[config.mk]
export PLATFORM = sky130hd
export DESIGN_NAME = evp_prioritizer
export DESIGN_NICKNAME = d
export VERILOG_FILES = /design/src/rtl/evp_pkg.sv /design/src/rtl/evp_sync.sv /design/src/rtl/evp_arbiter.sv /design/src/rtl/evp_prioritizer.sv
export SDC_FILE = /design/constraint.sdc
export NUM_CORES = 2
export LEC_CHECK = 0
export BUFFER_PORTS_ARGS = -buffer_cell sky130_fd_sc_hd__buf_2
export CAP_MARGIN = 20
export CORE_MARGIN = 4
export CORE_UTILIZATION = 40
export CTS_CLUSTER_DIAMETER = 200
export DETAILED_ROUTE_END_ITERATION = 8
export PLACE_DENSITY = 0.63
export SLEW_MARGIN = 15
export SYNTH_ARGS = -nofsm -noshare
export SYNTH_HDL_FRONTEND = slang
export SYNTH_HIERARCHICAL = 1
export SYNTH_SLANG_ARGS = --single-unit
export TNS_END_PERCENT = 30
[constraint.sdc]
create_clock -name clk -period 73.7 [get_ports clk]
set_input_delay 14.74 -clock clk [delete_from_list [all_inputs] [get_ports clk]]
set_output_delay 14.74 -clock clk [all_outputs]
set_load 0.05 [all_outputs]
[src/rtl/evp_pkg.sv]
/*
 Shared constants and carrier types of the vector prioritizer.
 Assumes one clock domain and a synchronous active-low reset.
*/
package evp_pkg;

   // -------------------------------------------------------------------
   // Sizes
   // -------------------------------------------------------------------
   localparam int EXC_COUNT = 60;
   localparam int IRQ_COUNT = 44;
   localparam int NUM_W     = 6;
   localparam int PRIO_W    = 3;
   localparam int KEY_W     = 4;
   localparam int VTOR_LSB  = 8;
   localparam int VTOR_MSB  = 29;

   // -------------------------------------------------------------------
   // Exception numbers and table layout
   // -------------------------------------------------------------------
   localparam logic [NUM_W-1:0] EXC_STACK_PTR = 6'h00;
   localparam logic [NUM_W-1:0] EXC_RESET     = 6'h01;
   localparam logic [NUM_W-1:0] EXC_NMI       = 6'h02;
   localparam logic [NUM_W-1:0] EXC_HARD      = 6'h03;
   localparam logic [NUM_W-1:0] EXC_MEM       = 6'h04;
   localparam logic [NUM_W-1:0] EXC_BUS       = 6'h05;
   localparam logic [NUM_W-1:0] EXC_USAGE     = 6'h06;
   localparam logic [NUM_W-1:0] EXC_SVCALL    = 6'h0b;
   localparam logic [NUM_W-1:0] EXC_DEBUG     = 6'h0c;
   localparam logic [NUM_W-1:0] EXC_PENDSV    = 6'h0e;
   localparam logic [NUM_W-1:0] EXC_SYSTICK   = 6'h0f;
   localparam logic [NUM_W-1:0] IRQ_BASE_NUM  = 6'h10;
   localparam logic [31:0]      IRQ_TABLE_OFFSET = 32'h0000_0040;
   localparam logic [31:0]      VTOR_RESET       = 32'h0000_0000;

   // Interrupt lines with a source; others never pend.
   localparam logic [IRQ_COUNT-1:0] IRQ_IMPL_MASK = 44'h081_f7fc_00bf;
   // System exceptions with programmable priority.
   localparam logic [15:0]          SYS_PROG_MASK = 16'hd870;

   // -------------------------------------------------------------------
   // Priority keys: key = fixed level + 3, so smaller is more urgent
   // -------------------------------------------------------------------
   localparam logic [PRIO_W-1:0] PRIO_RESET    = 3'h0;
   localparam logic [KEY_W-1:0]  KEY_NMI       = 4'h1;
   localparam logic [KEY_W-1:0]  KEY_HARD      = 4'h2;
   localparam logic [KEY_W-1:0]  KEY_PROG_BASE = 4'h3;
   localparam logic [KEY_W-1:0]  KEY_THREAD    = 4'hf;

   typedef struct packed {
      logic             valid;
      logic [KEY_W-1:0] key;
   } evp_cand_s;

   typedef struct packed {
      logic             valid;
      logic [KEY_W-1:0] key;
      logic [NUM_W-1:0] num;
   } evp_win_s;

   typedef struct packed {
      logic hardFault;
      logic memManage;
      logic busFault;
      logic usageFault;
      logic svCall;
      logic debugMon;
      logic pendSv;
   } evp_sysreq_s;

   typedef enum logic [1:0] {
      BOOT_STACK,
      BOOT_RESET,
      RUNNING
   } evp_boot_e;

   // Urgency key from number and programmed level.
   function automatic logic [KEY_W-1:0] keyOf(input logic [NUM_W-1:0]  num,
                                               input logic [PRIO_W-1:0] lvl);
      if (num == EXC_NMI)
         keyOf = KEY_NMI;
      else if (num == EXC_HARD)
         keyOf = KEY_HARD;
      else
         keyOf = KEY_PROG_BASE + {1'b0, lvl};
   endfunction

   // Whether an exception's priority is programmable.
   function automatic logic isProgrammable(input logic [NUM_W-1:0] num);
      if (num >= IRQ_BASE_NUM)
         isProgrammable = IRQ_IMPL_MASK[num - IRQ_BASE_NUM];
      else
         isProgrammable = SYS_PROG_MASK[num[3:0]];
   endfunction

   // Byte offset of a table entry.
   function automatic logic [31:0] vecOffset(input logic [NUM_W-1:0] num);
      if (num >= IRQ_BASE_NUM)
         vecOffset = IRQ_TABLE_OFFSET + {24'h00_0000, num - IRQ_BASE_NUM, 2'b00};
      else
         vecOffset = {24'h00_0000, num, 2'b00};
   endfunction

endpackage

[src/rtl/evp_sync.sv]
/*
 Two-flip-flop synchroniser bank for asynchronous request lines.
 Assumes inputs may change at any time.
*/
`timescale 1ns/10ps
`default_nettype none
module evp_sync #(
   parameter int WIDTH = 1
) (
   input  wire logic             clk,     // System clock.
   input  wire logic             resetn,  // Synchronous reset, active low.
   input  wire logic [WIDTH-1:0] async,   // Asynchronous levels.
   output logic      [WIDTH-1:0] synced   // Levels safe for logic.
);

   // -------------------------------------------------------------------
   // Capture stages
   // -------------------------------------------------------------------
   logic [WIDTH-1:0] stage1;

   // Stage one is read only by stage two, to contain metastability.
   always_ff @(posedge clk) begin
      if (!resetn) begin
         stage1 <= '0;
         synced <= '0;
      end else begin
         stage1 <= async;
         synced <= stage1;
      end
   end

endmodule // evp_sync
`default_nettype wire

[src/rtl/evp_arbiter.sv]
/*
 Combinational selector: the most urgent valid candidate, lowest index on ties.
 Assumes keys are mapped so that smaller is more urgent.
*/
`timescale 1ns/10ps
`default_nettype none
module evp_arbiter (
   input  wire evp_pkg::evp_cand_s cands [evp_pkg::EXC_COUNT], // Candidates by number.
   output evp_pkg::evp_win_s       win                         // Selected candidate.
);

   // -------------------------------------------------------------------
   // Linear scan
   // -------------------------------------------------------------------

   // An upward scan with a strict compare keeps the lowest number.
   always_comb begin
      win = '0;
      for (int i = 0; i < evp_pkg::EXC_COUNT; i++) begin
         if (cands[i].valid && (!win.valid || cands[i].key < win.key)) begin
            win.valid = 1'b1;
            win.key   = cands[i].key;
            win.num   = evp_pkg::NUM_W'(i);
         end
      end
   end

endmodule // evp_arbiter
`default_nettype wire

[src/rtl/evp_prioritizer.sv]
/*
 Exception vector prioritizer: pending and active tracking, priority
 storage, table base relocation, boot fetch sequence and preemption.
 Assumes the core pulses entryAck on taking excNumber,
 returnPulse on handler completion, and answers boot fetches.
*/
`timescale 1ns/10ps
`default_nettype none
module evp_prioritizer (
   input  wire logic                   clk,            // System clock, 10 MHz.
   input  wire logic                   resetn,         // Synchronous reset, active low.
   input  wire logic [43:0]            irqLine,        // Peripheral requests, async.
   input  wire logic                   nmiLine,        // Non-maskable request, async.
   input  wire logic                   sysTickLine,    // System timer request, async.
   input  wire evp_pkg::evp_sysreq_s   sysReq,         // Core-side event pulses.
   input  wire logic                   vtorWrite,      // Offset register write strobe.
   input  wire logic [31:0]            vtorData,       // Offset register write data.
   input  wire logic                   priWrite,       // Priority write strobe.
   input  wire logic [5:0]             priNumber,      // Exception to reprogram.
   input  wire logic [2:0]             priLevel,       // New priority level.
   input  wire logic                   entryAck,       // Core took excNumber.
   input  wire logic                   returnPulse,    // Handler completed.
   input  wire logic [5:0]             returnNumber,   // Exception that completed.
   input  wire logic                   fetchAck,       // Boot fetch accepted.
   output logic                        fetchValid,     // Boot fetch requested.
   output logic      [31:0]            fetchAddr,      // Boot fetch address.
   output logic                        stackLoad,      // Boot fetch is the stack word.
   output logic                        excRequest,     // Preemption request.
   output logic      [5:0]             excNumber,      // Winning exception number.
   output logic      [31:0]            vectorAddr,     // Winning table entry address.
   output logic      [3:0]             runningKey,     // Running urgency key.
   output logic      [31:0]            vectorBase      // Current table base.
);

   // -------------------------------------------------------------------
   // Request synchronisation
   // -------------------------------------------------------------------
   localparam int ASYNC_W = evp_pkg::IRQ_COUNT + 2;

   logic [ASYNC_W-1:0] asyncIn;
   logic [ASYNC_W-1:0] asyncSync;
   logic [ASYNC_W-1:0] asyncPrev;
   logic [ASYNC_W-1:0] next_asyncPrev;
   logic [ASYNC_W-1:0] asyncRise;

   assign asyncIn = {irqLine, sysTickLine, nmiLine};

   evp_sync #(
      .WIDTH  (ASYNC_W)
   ) u_sync (
      .clk    (clk),
      .resetn (resetn),
      .async  (asyncIn),
      .synced (asyncSync)
   );

   // Pends on a rising edge; a held level does not re-pend.
   always_comb begin
      next_asyncPrev = asyncSync;
      asyncRise      = asyncSync & ~asyncPrev;
   end

   always_ff @(posedge clk) begin
      if (!resetn)
         asyncPrev <= '0;
      else
         asyncPrev <= next_asyncPrev;
   end

   // -------------------------------------------------------------------
   // Event map by exception number
   // -------------------------------------------------------------------
   logic [evp_pkg::EXC_COUNT-1:0] setEvent;

   // Sources land on their numbers; reserved ones stay idle.
   always_comb begin
      setEvent = '0;
      setEvent[evp_pkg::EXC_NMI]     = asyncRise[0];
      setEvent[evp_pkg::EXC_SYSTICK] = asyncRise[1];
      setEvent[evp_pkg::EXC_HARD]    = sysReq.hardFault;
      setEvent[evp_pkg::EXC_MEM]     = sysReq.memManage;
      setEvent[evp_pkg::EXC_BUS]     = sysReq.busFault;
      setEvent[evp_pkg::EXC_USAGE]   = sysReq.usageFault;
      setEvent[evp_pkg::EXC_SVCALL]  = sysReq.svCall;
      setEvent[evp_pkg::EXC_DEBUG]   = sysReq.debugMon;
      setEvent[evp_pkg::EXC_PENDSV]  = sysReq.pendSv;
      setEvent[evp_pkg::EXC_COUNT-1:16] =
         asyncRise[ASYNC_W-1:2] & evp_pkg::IRQ_IMPL_MASK;
   end

   // -------------------------------------------------------------------
   // Priority storage
   // -------------------------------------------------------------------
   // Entries 4..15 form the system handler priority register, the rest
   // the interrupt priority registers; fixed exceptions ignore writes.
   logic [evp_pkg::PRIO_W-1:0] irqPriority      [evp_pkg::EXC_COUNT];
   logic [evp_pkg::PRIO_W-1:0] next_irqPriority [evp_pkg::EXC_COUNT];

   // Three bits: levels above seven cannot be stored.
   always_comb begin
      next_irqPriority = irqPriority;
      if (priWrite && (priNumber < 6'(evp_pkg::EXC_COUNT))
          && evp_pkg::isProgrammable(priNumber))
         next_irqPriority[priNumber] = priLevel;
   end

   always_ff @(posedge clk) begin
      if (!resetn) begin
         for (int i = 0; i < evp_pkg::EXC_COUNT; i++)
            irqPriority[i] <= evp_pkg::PRIO_RESET;
      end else begin
         irqPriority <= next_irqPriority;
      end
   end

   // -------------------------------------------------------------------
   // Table base relocation
   // -------------------------------------------------------------------
   logic [31:0] vectorBaseOffsetReg;
   logic [31:0] next_vectorBaseOffsetReg;

   // Keeping bits 29:8 aligns the base to 256 bytes.
   always_comb begin
      next_vectorBaseOffsetReg = vectorBaseOffsetReg;
      if (vtorWrite) begin
         next_vectorBaseOffsetReg = '0;
         next_vectorBaseOffsetReg[evp_pkg::VTOR_MSB:evp_pkg::VTOR_LSB] =
            vtorData[evp_pkg::VTOR_MSB:evp_pkg::VTOR_LSB];
      end
   end

   always_ff @(posedge clk) begin
      if (!resetn)
         vectorBaseOffsetReg <= evp_pkg::VTOR_RESET;
      else
         vectorBaseOffsetReg <= next_vectorBaseOffsetReg;
   end

   assign vectorBase = vectorBaseOffsetReg;

   // -------------------------------------------------------------------
   // Pending and active state
   // -------------------------------------------------------------------
   logic [evp_pkg::EXC_COUNT-1:0] pending;
   logic [evp_pkg::EXC_COUNT-1:0] next_pending;
   logic [evp_pkg::EXC_COUNT-1:0] active;
   logic [evp_pkg::EXC_COUNT-1:0] next_active;
   logic [evp_pkg::EXC_COUNT-1:0] entryClr;
   logic [evp_pkg::EXC_COUNT-1:0] returnClr;
   logic                          excValid;

   // A new event in its entry cycle is kept: set wins.
   // An equal-priority arrival stays pending.
   always_comb begin
      entryClr  = '0;
      returnClr = '0;
      if (entryAck && excValid)
         entryClr[excNumber] = 1'b1;
      if (returnPulse && (returnNumber < 6'(evp_pkg::EXC_COUNT)))
         returnClr[returnNumber] = 1'b1;
      next_pending = (pending & ~entryClr) | setEvent;
      next_active  = (active & ~returnClr) | entryClr;
   end

   always_ff @(posedge clk) begin
      if (!resetn) begin
         pending <= '0;
         active  <= '0;
      end else begin
         pending <= next_pending;
         active  <= next_active;
      end
   end

   // -------------------------------------------------------------------
   // Candidate keys and selection
   // -------------------------------------------------------------------
   evp_pkg::evp_cand_s pendCands [evp_pkg::EXC_COUNT];
   evp_pkg::evp_cand_s actCands  [evp_pkg::EXC_COUNT];
   evp_pkg::evp_win_s  pendWin;
   evp_pkg::evp_win_s  actWin;

   // One key mapping serves both selectors,
   // so fixed levels always outrank the rest.
   generate
      for (genvar g = 0; g < evp_pkg::EXC_COUNT; g++) begin : g_cand
         logic [3:0] candKey;
         assign candKey = evp_pkg::keyOf(6'(g), irqPriority[g]);
         assign pendCands[g].valid = pending[g];
         assign pendCands[g].key   = candKey;
         assign actCands[g].valid  = active[g];
         assign actCands[g].key    = candKey;
      end
   endgenerate

   evp_arbiter u_pend_arb (
      .cands (pendCands),
      .win   (pendWin)
   );

   evp_arbiter u_act_arb (
      .cands (actCands),
      .win   (actWin)
   );

   // -------------------------------------------------------------------
   // Boot sequence
   // -------------------------------------------------------------------
   evp_pkg::evp_boot_e bootState;
   evp_pkg::evp_boot_e next_bootState;
   logic [31:0]        next_fetchAddr;

   // After reset: stack word first, then the reset entry.
   always_comb begin
      next_bootState = bootState;
      next_fetchAddr = fetchAddr;
      case (bootState)
         evp_pkg::BOOT_STACK: begin
            if (fetchAck) begin
               next_bootState = evp_pkg::BOOT_RESET;
               next_fetchAddr = vectorBaseOffsetReg +
                                evp_pkg::vecOffset(evp_pkg::EXC_RESET);
            end
         end
         evp_pkg::BOOT_RESET: begin
            if (fetchAck)
               next_bootState = evp_pkg::RUNNING;
         end
         evp_pkg::RUNNING: begin
            next_bootState = evp_pkg::RUNNING;
         end
         default: begin
            next_bootState = evp_pkg::BOOT_STACK;
         end
      endcase
   end

   always_ff @(posedge clk) begin
      if (!resetn) begin
         bootState <= evp_pkg::BOOT_STACK;
         fetchAddr <= evp_pkg::VTOR_RESET;
      end else begin
         bootState <= next_bootState;
         fetchAddr <= next_fetchAddr;
      end
   end

   assign fetchValid = (bootState != evp_pkg::RUNNING);
   assign stackLoad  = (bootState == evp_pkg::BOOT_STACK);

   // -------------------------------------------------------------------
   // Presented winner and preemption
   // -------------------------------------------------------------------
   logic        next_excValid;
   logic        next_excRequest;
   logic [5:0]  next_excNumber;
   logic [31:0] next_vectorAddr;
   logic [3:0]  next_runningKey;

   // Re-evaluated every cycle; outputs lag state by one clock.
   // Nothing active means thread mode, the least urgent.
   always_comb begin
      next_runningKey = actWin.valid ? actWin.key : evp_pkg::KEY_THREAD;
      next_excValid   = pendWin.valid && !(|(entryClr & ~setEvent) &&
                        (pendWin.num == excNumber));
      next_excNumber  = pendWin.num;
      next_vectorAddr = vectorBaseOffsetReg +
                        evp_pkg::vecOffset(pendWin.num);
      next_excRequest = next_excValid && (bootState == evp_pkg::RUNNING) &&
                        (pendWin.key < next_runningKey);
   end

   always_ff @(posedge clk) begin
      if (!resetn) begin
         excValid   <= 1'b0;
         excRequest <= 1'b0;
         excNumber  <= '0;
         vectorAddr <= evp_pkg::VTOR_RESET;
         runningKey <= evp_pkg::KEY_THREAD;
      end else begin
         excValid   <= next_excValid;
         excRequest <= next_excRequest;
         excNumber  <= next_excNumber;
         vectorAddr <= next_vectorAddr;
         runningKey <= next_runningKey;
      end
   end

endmodule // evp_prioritizer
`default_nettype wire

* After elaboration in Yosys (flattened, before gate mapping) *
Memories as Yosys holds them, arrays and structs flattened.
Cells that the tools add are included.

storage, ports and cells
  logic and storage cells = 793
  output and inout bits = 109
  register bits = 526
  memories = 2
  memory bits (read-only) = 80
  bits in latches = 0
  memory bits (writable) = 0

operators by class
  mux-type cells = 137
  $mul = 0
  $lt $le $gt $ge = 131
  bitwise logic cells = 11
  equal/unequal tests = 6
  shift operators = 0
  add/subtract/negate cells = 63
  div/mod/pow operators = 0
  reductions and logical operators = 370

memories
  memory           words  bits a word  read ports  clocked after memory_dff  write ports  RTL line       text
  (no name shown)  64     1            1           0                         0            evp_pkg.sv:91  isProgrammable = IRQ_IMPL_MASK[num - IRQ_BASE_NUM];
  (no name shown)  16     1            1           0                         0            evp_pkg.sv:93  isProgrammable = SYS_PROG_MASK[num[3:0]];

operators by type and width
  operator               count
  $mux 11                120
  $lt 4x4->1             115
  $add 2x3->4 const A    58
  $and 60x60->60         3
  $bwmux 180             1
  $logic_and 1x1->1      129
  $mux 60                2
  $not 60->60            2
  $logic_not 1->1        119
  $logic_or 1x1->1       118
  $not 56->60            1
  $or 60x56->60          1
  $or 60x60->60          1
  $reduce_or 60->1       1
  $and 42x42->42         1
  $not 42->42            1
  $add 30x32->32         1
  $mux 32                1
  $add 30x3->31 const B  1
  $lt 6x7->1 const B     3
  $demux 3 s6            1
  $demux 1 s6            2
  $ge 6x1->1 const B     2
  $ge 6x5->1 const B     2
  20 further kinds       32

* Depth between registers and ports, before layout *
  word-level depth = 244
  mapped depth = 489

* Cells and area by module *
Netlist, hierarchy kept.

modules (own cells, without submodules)
  module                    area each (µm²)  instances  cells each
  evp_prioritizer           18799.3          1          2054
  evp_arbiter (u_pend_arb)  14850.5          1          2205
  evp_arbiter (u_act_arb)   14626.5          1          2225
  evp_sync                  2523.7           1          194

* Worst setup path before layout *
OpenSTA, ideal clock, no wires.

  path kind = register to register
  start = register irqPriority[174] in the netlist's numbering
  end = register excRequest
  setup time = 0.075 ns
  path slack = -7.901 ns
  cell stages (with the launch flop) = 448
  arrival time = 81.526 ns
  cells stage by stage = dfxtp_1 inv_1 ha_1 xnor2_1 ha_1 nand2_1 o211a_1 a21o_2 o21ai_0 inv_1 ha_1 o22ai_1 a22oi_2 nand2_1 and2_1 o21ai_0 ha_1 a21oi_1 [... 412 more ...] o211ai_1 nor2_1 a311oi_4 mux2_2 ha_1 or3_1 o21ai_0 a21oi_1 a22o_1 buf_4 mux2i_1 nor2b_1 ha_1 o21a_1 o21ai_0 a21oi_1 or3_1 o22ai_1

RTL lines
  what                             RTL line                text
  start, declared                  evp_prioritizer.sv:96   logic [evp_pkg::PRIO_W-1:0] irqPriority [evp_pkg::EXC_COUNT];
  start signal, assigned by index  evp_prioritizer.sv:110  irqPriority[i] <= evp_pkg::PRIO_RESET;
  start signal, assigned           evp_prioritizer.sv:112  irqPriority <= next_irqPriority;
  end signal, assigned             evp_prioritizer.sv:282  excRequest <= next_excRequest;
  end, declared                    evp_prioritizer.sv:28   output logic excRequest,

==> metrics <==
run status=finished, violations left; violations in the final reports=setup timing; Post-Synthesis Cell Area=0.0491 mm2; vias in the first global route=54700; post-route core utilization=57.7%; critical path's largest stage delay=490 ps; clock buffer depth=3; maximum vdd ir drop=0.0245 mV; DP HPWL=138000 um; clock tree from TritonCTS=yes; routability cong.=0.957; crit share post-route=103%; antenna violation net count after detailed routing=0; most repeated library cell on the critical path=ha_4; die height=358 um; worst hold start=u_sync/stage1[26]; Data arrival, critical path=76150 ps; Storage cell area=0.00899 mm2; worst setup timing slack at the placement stage=-3640 ps; fin worst setup slack=-1940 ps; CP startpoint kind=register; Avg Inst Size Synth=7.58 um2; min Tclk post-route=75640 ps; clk_lat worst skew=600 ps; transition time at the pin with the least slew margin=1300 ps; total area of multi-input combinational cells=0.0412 mm2; required time of the critical path=74210 ps; number of antenna violations at the first check in global routing=22; worst-case reg-to-reg path depth=452; effective utilization at floorplan=40.3%; path class of the lowest-slack min-delay path=reg -> reg; Via density=5.74; Worst Hold Path Cells=1; Num CTS Buffers=46; Critical R2R Capture=excRequest; Pwr Density=29.3 mW/mm2; DRC marker count from the first detailed-route iteration=4959; WL/cell=18.6 um; Synth warnings=6; horizontal die dimension=358 um; commonest non-fill, non-tap cell in the layout=buf_4; Final Max Tran Viols=0; detailed-route via count=57300; combined global-route utilization of all metal layers=26.7%; first-pass GRT wire length=284000 um; DRC viols=0; Setup Skew=26.7 ps; Sinks on Clock Net=449; port buffer count=161; # H-tree levels=2; number of filler instances in the final layout=10700; number of hold-slack violations in the final timing report=0; largest net degree at the start of global routing=264; total leakage power=29.9 nW; number of instances in the synthesized netlist=6473; clock root buffer=clkbuf_16; Nets=8641; Final setup violation count=13; clock-pin slew of the registers on the worst-case setup and hold paths=60 ps; core region area=0.122 mm2; beginning of the worst register-to-register path=irqPriority[177]; growth of design area from synthesis to finish=43.3%; Setup TNS Final=-15100 ps; worst relative slew slack=13.2%; kind of end point of the critical path=register; share of layout cells above drive strength 1=37.0%; flop-to-flop setup slack=-1940 ps; top library cells by usage in the layout, fill and taps aside=buf_4, nand2_1, inv_1; Crit-path slowest cell=or4_1; max frequency=13.2 MHz; number of top-level pins=216; Die Outline Area=0.128 mm2; Hold Buf Count CTS=0; first-pass detailed-route iteration total=6; global-route congestion overflow total=0; Setup CP Type=reg -> reg; max-capacitance violation count=0; final WL=186000 um; Placement Rows=128; critical-path maximum fanout=5; worst hold path endpoint=u_sync/synced[26]; setup repair after global routing missed its margin=yes
report_power, final:
group / leakage (nW) / switching (mW) / internal (mW)
combinational: 25.5 / 0.755 / 0.787
clock: 0.783 / 0.105 / 0.147
sequential: 3.65 / 0.0153 / 0.251
total: 29.9 / 0.875 / 1.18
worst max-delay path by stage:
stage                                 from          to  slack, ps  depth (start not counted)
after global routing      irqPriority[177]  excRequest      -5670                        448
after CTS                 irqPriority[177]  excRequest      -1530                        454
after global placement    irqPriority[177]  excRequest      -2970                        437
after detailed placement  irqPriority[177]  excRequest      -3640                        450
after floorplan           irqPriority[177]  excRequest      -1410                        446
final                     irqPriority[177]  excRequest      -1940                        452
layout make-up:
cell class / instances / area share, %
Clock inverter: 29 / 0.548
Timing Repair Buffer: 1977 / 20.7
Multi-Input combinational cell: 5343 / 58.6
Tap cell: 1625 / 2.89
Sequential cell: 449 / 12.8
Inverter: 497 / 2.67
Clock buffer: 56 / 1.78
Antenna cell: 14 / 0.0498
worst max-delay path: cells and delay by family (launching register included):
family          cells  cell delay [ps]
compound gates    194            30900
simple gates      136            19330
fa+ha+maj          60            15030
mux                27             6710
buf+inv            34             2880
flops               1              360
xor+xnor            1              170
sequential cells by signal, indices dropped and copies added, names as in the netlist, 6 cells and up:
signal         cells
excNumber          6
u_sync/stage1     24
vectorAddr        24
u_sync/synced     24
pending           60
fetchAddr         23
active            60
irqPriority      174
vectorBase        22
asyncPrev         24
through the flow:
step,total power [mW],hold WS (ps),cell area [um2],std cells
after floorplan,1.00,412,50700,6534
final,2.06,431,70300,9990
after detailed placement,1.55,419,62600,9471
after global routing,2.19,447,70300,9978
after CTS,1.92,433,67600,9829
after global placement,1.53,413,62600,9470
what timing repair did:
item | CTS | global route
gates resized for setup | 262 | 326
setup buffers | 273 | 149
pin swaps | 312 | 419
endpoints found under the setup margin | 13 | 13
routing by layer:
layer	share of wire (%)	wire, um	track usage, %
met4	3.3	6050	8.26
met1	43	80700	35.2
met5	0.0059	11	0
met2	46	84500	44.2
met3	7.8	14400	4.83
Note: power is estimated with default switching activity, not from simulation.
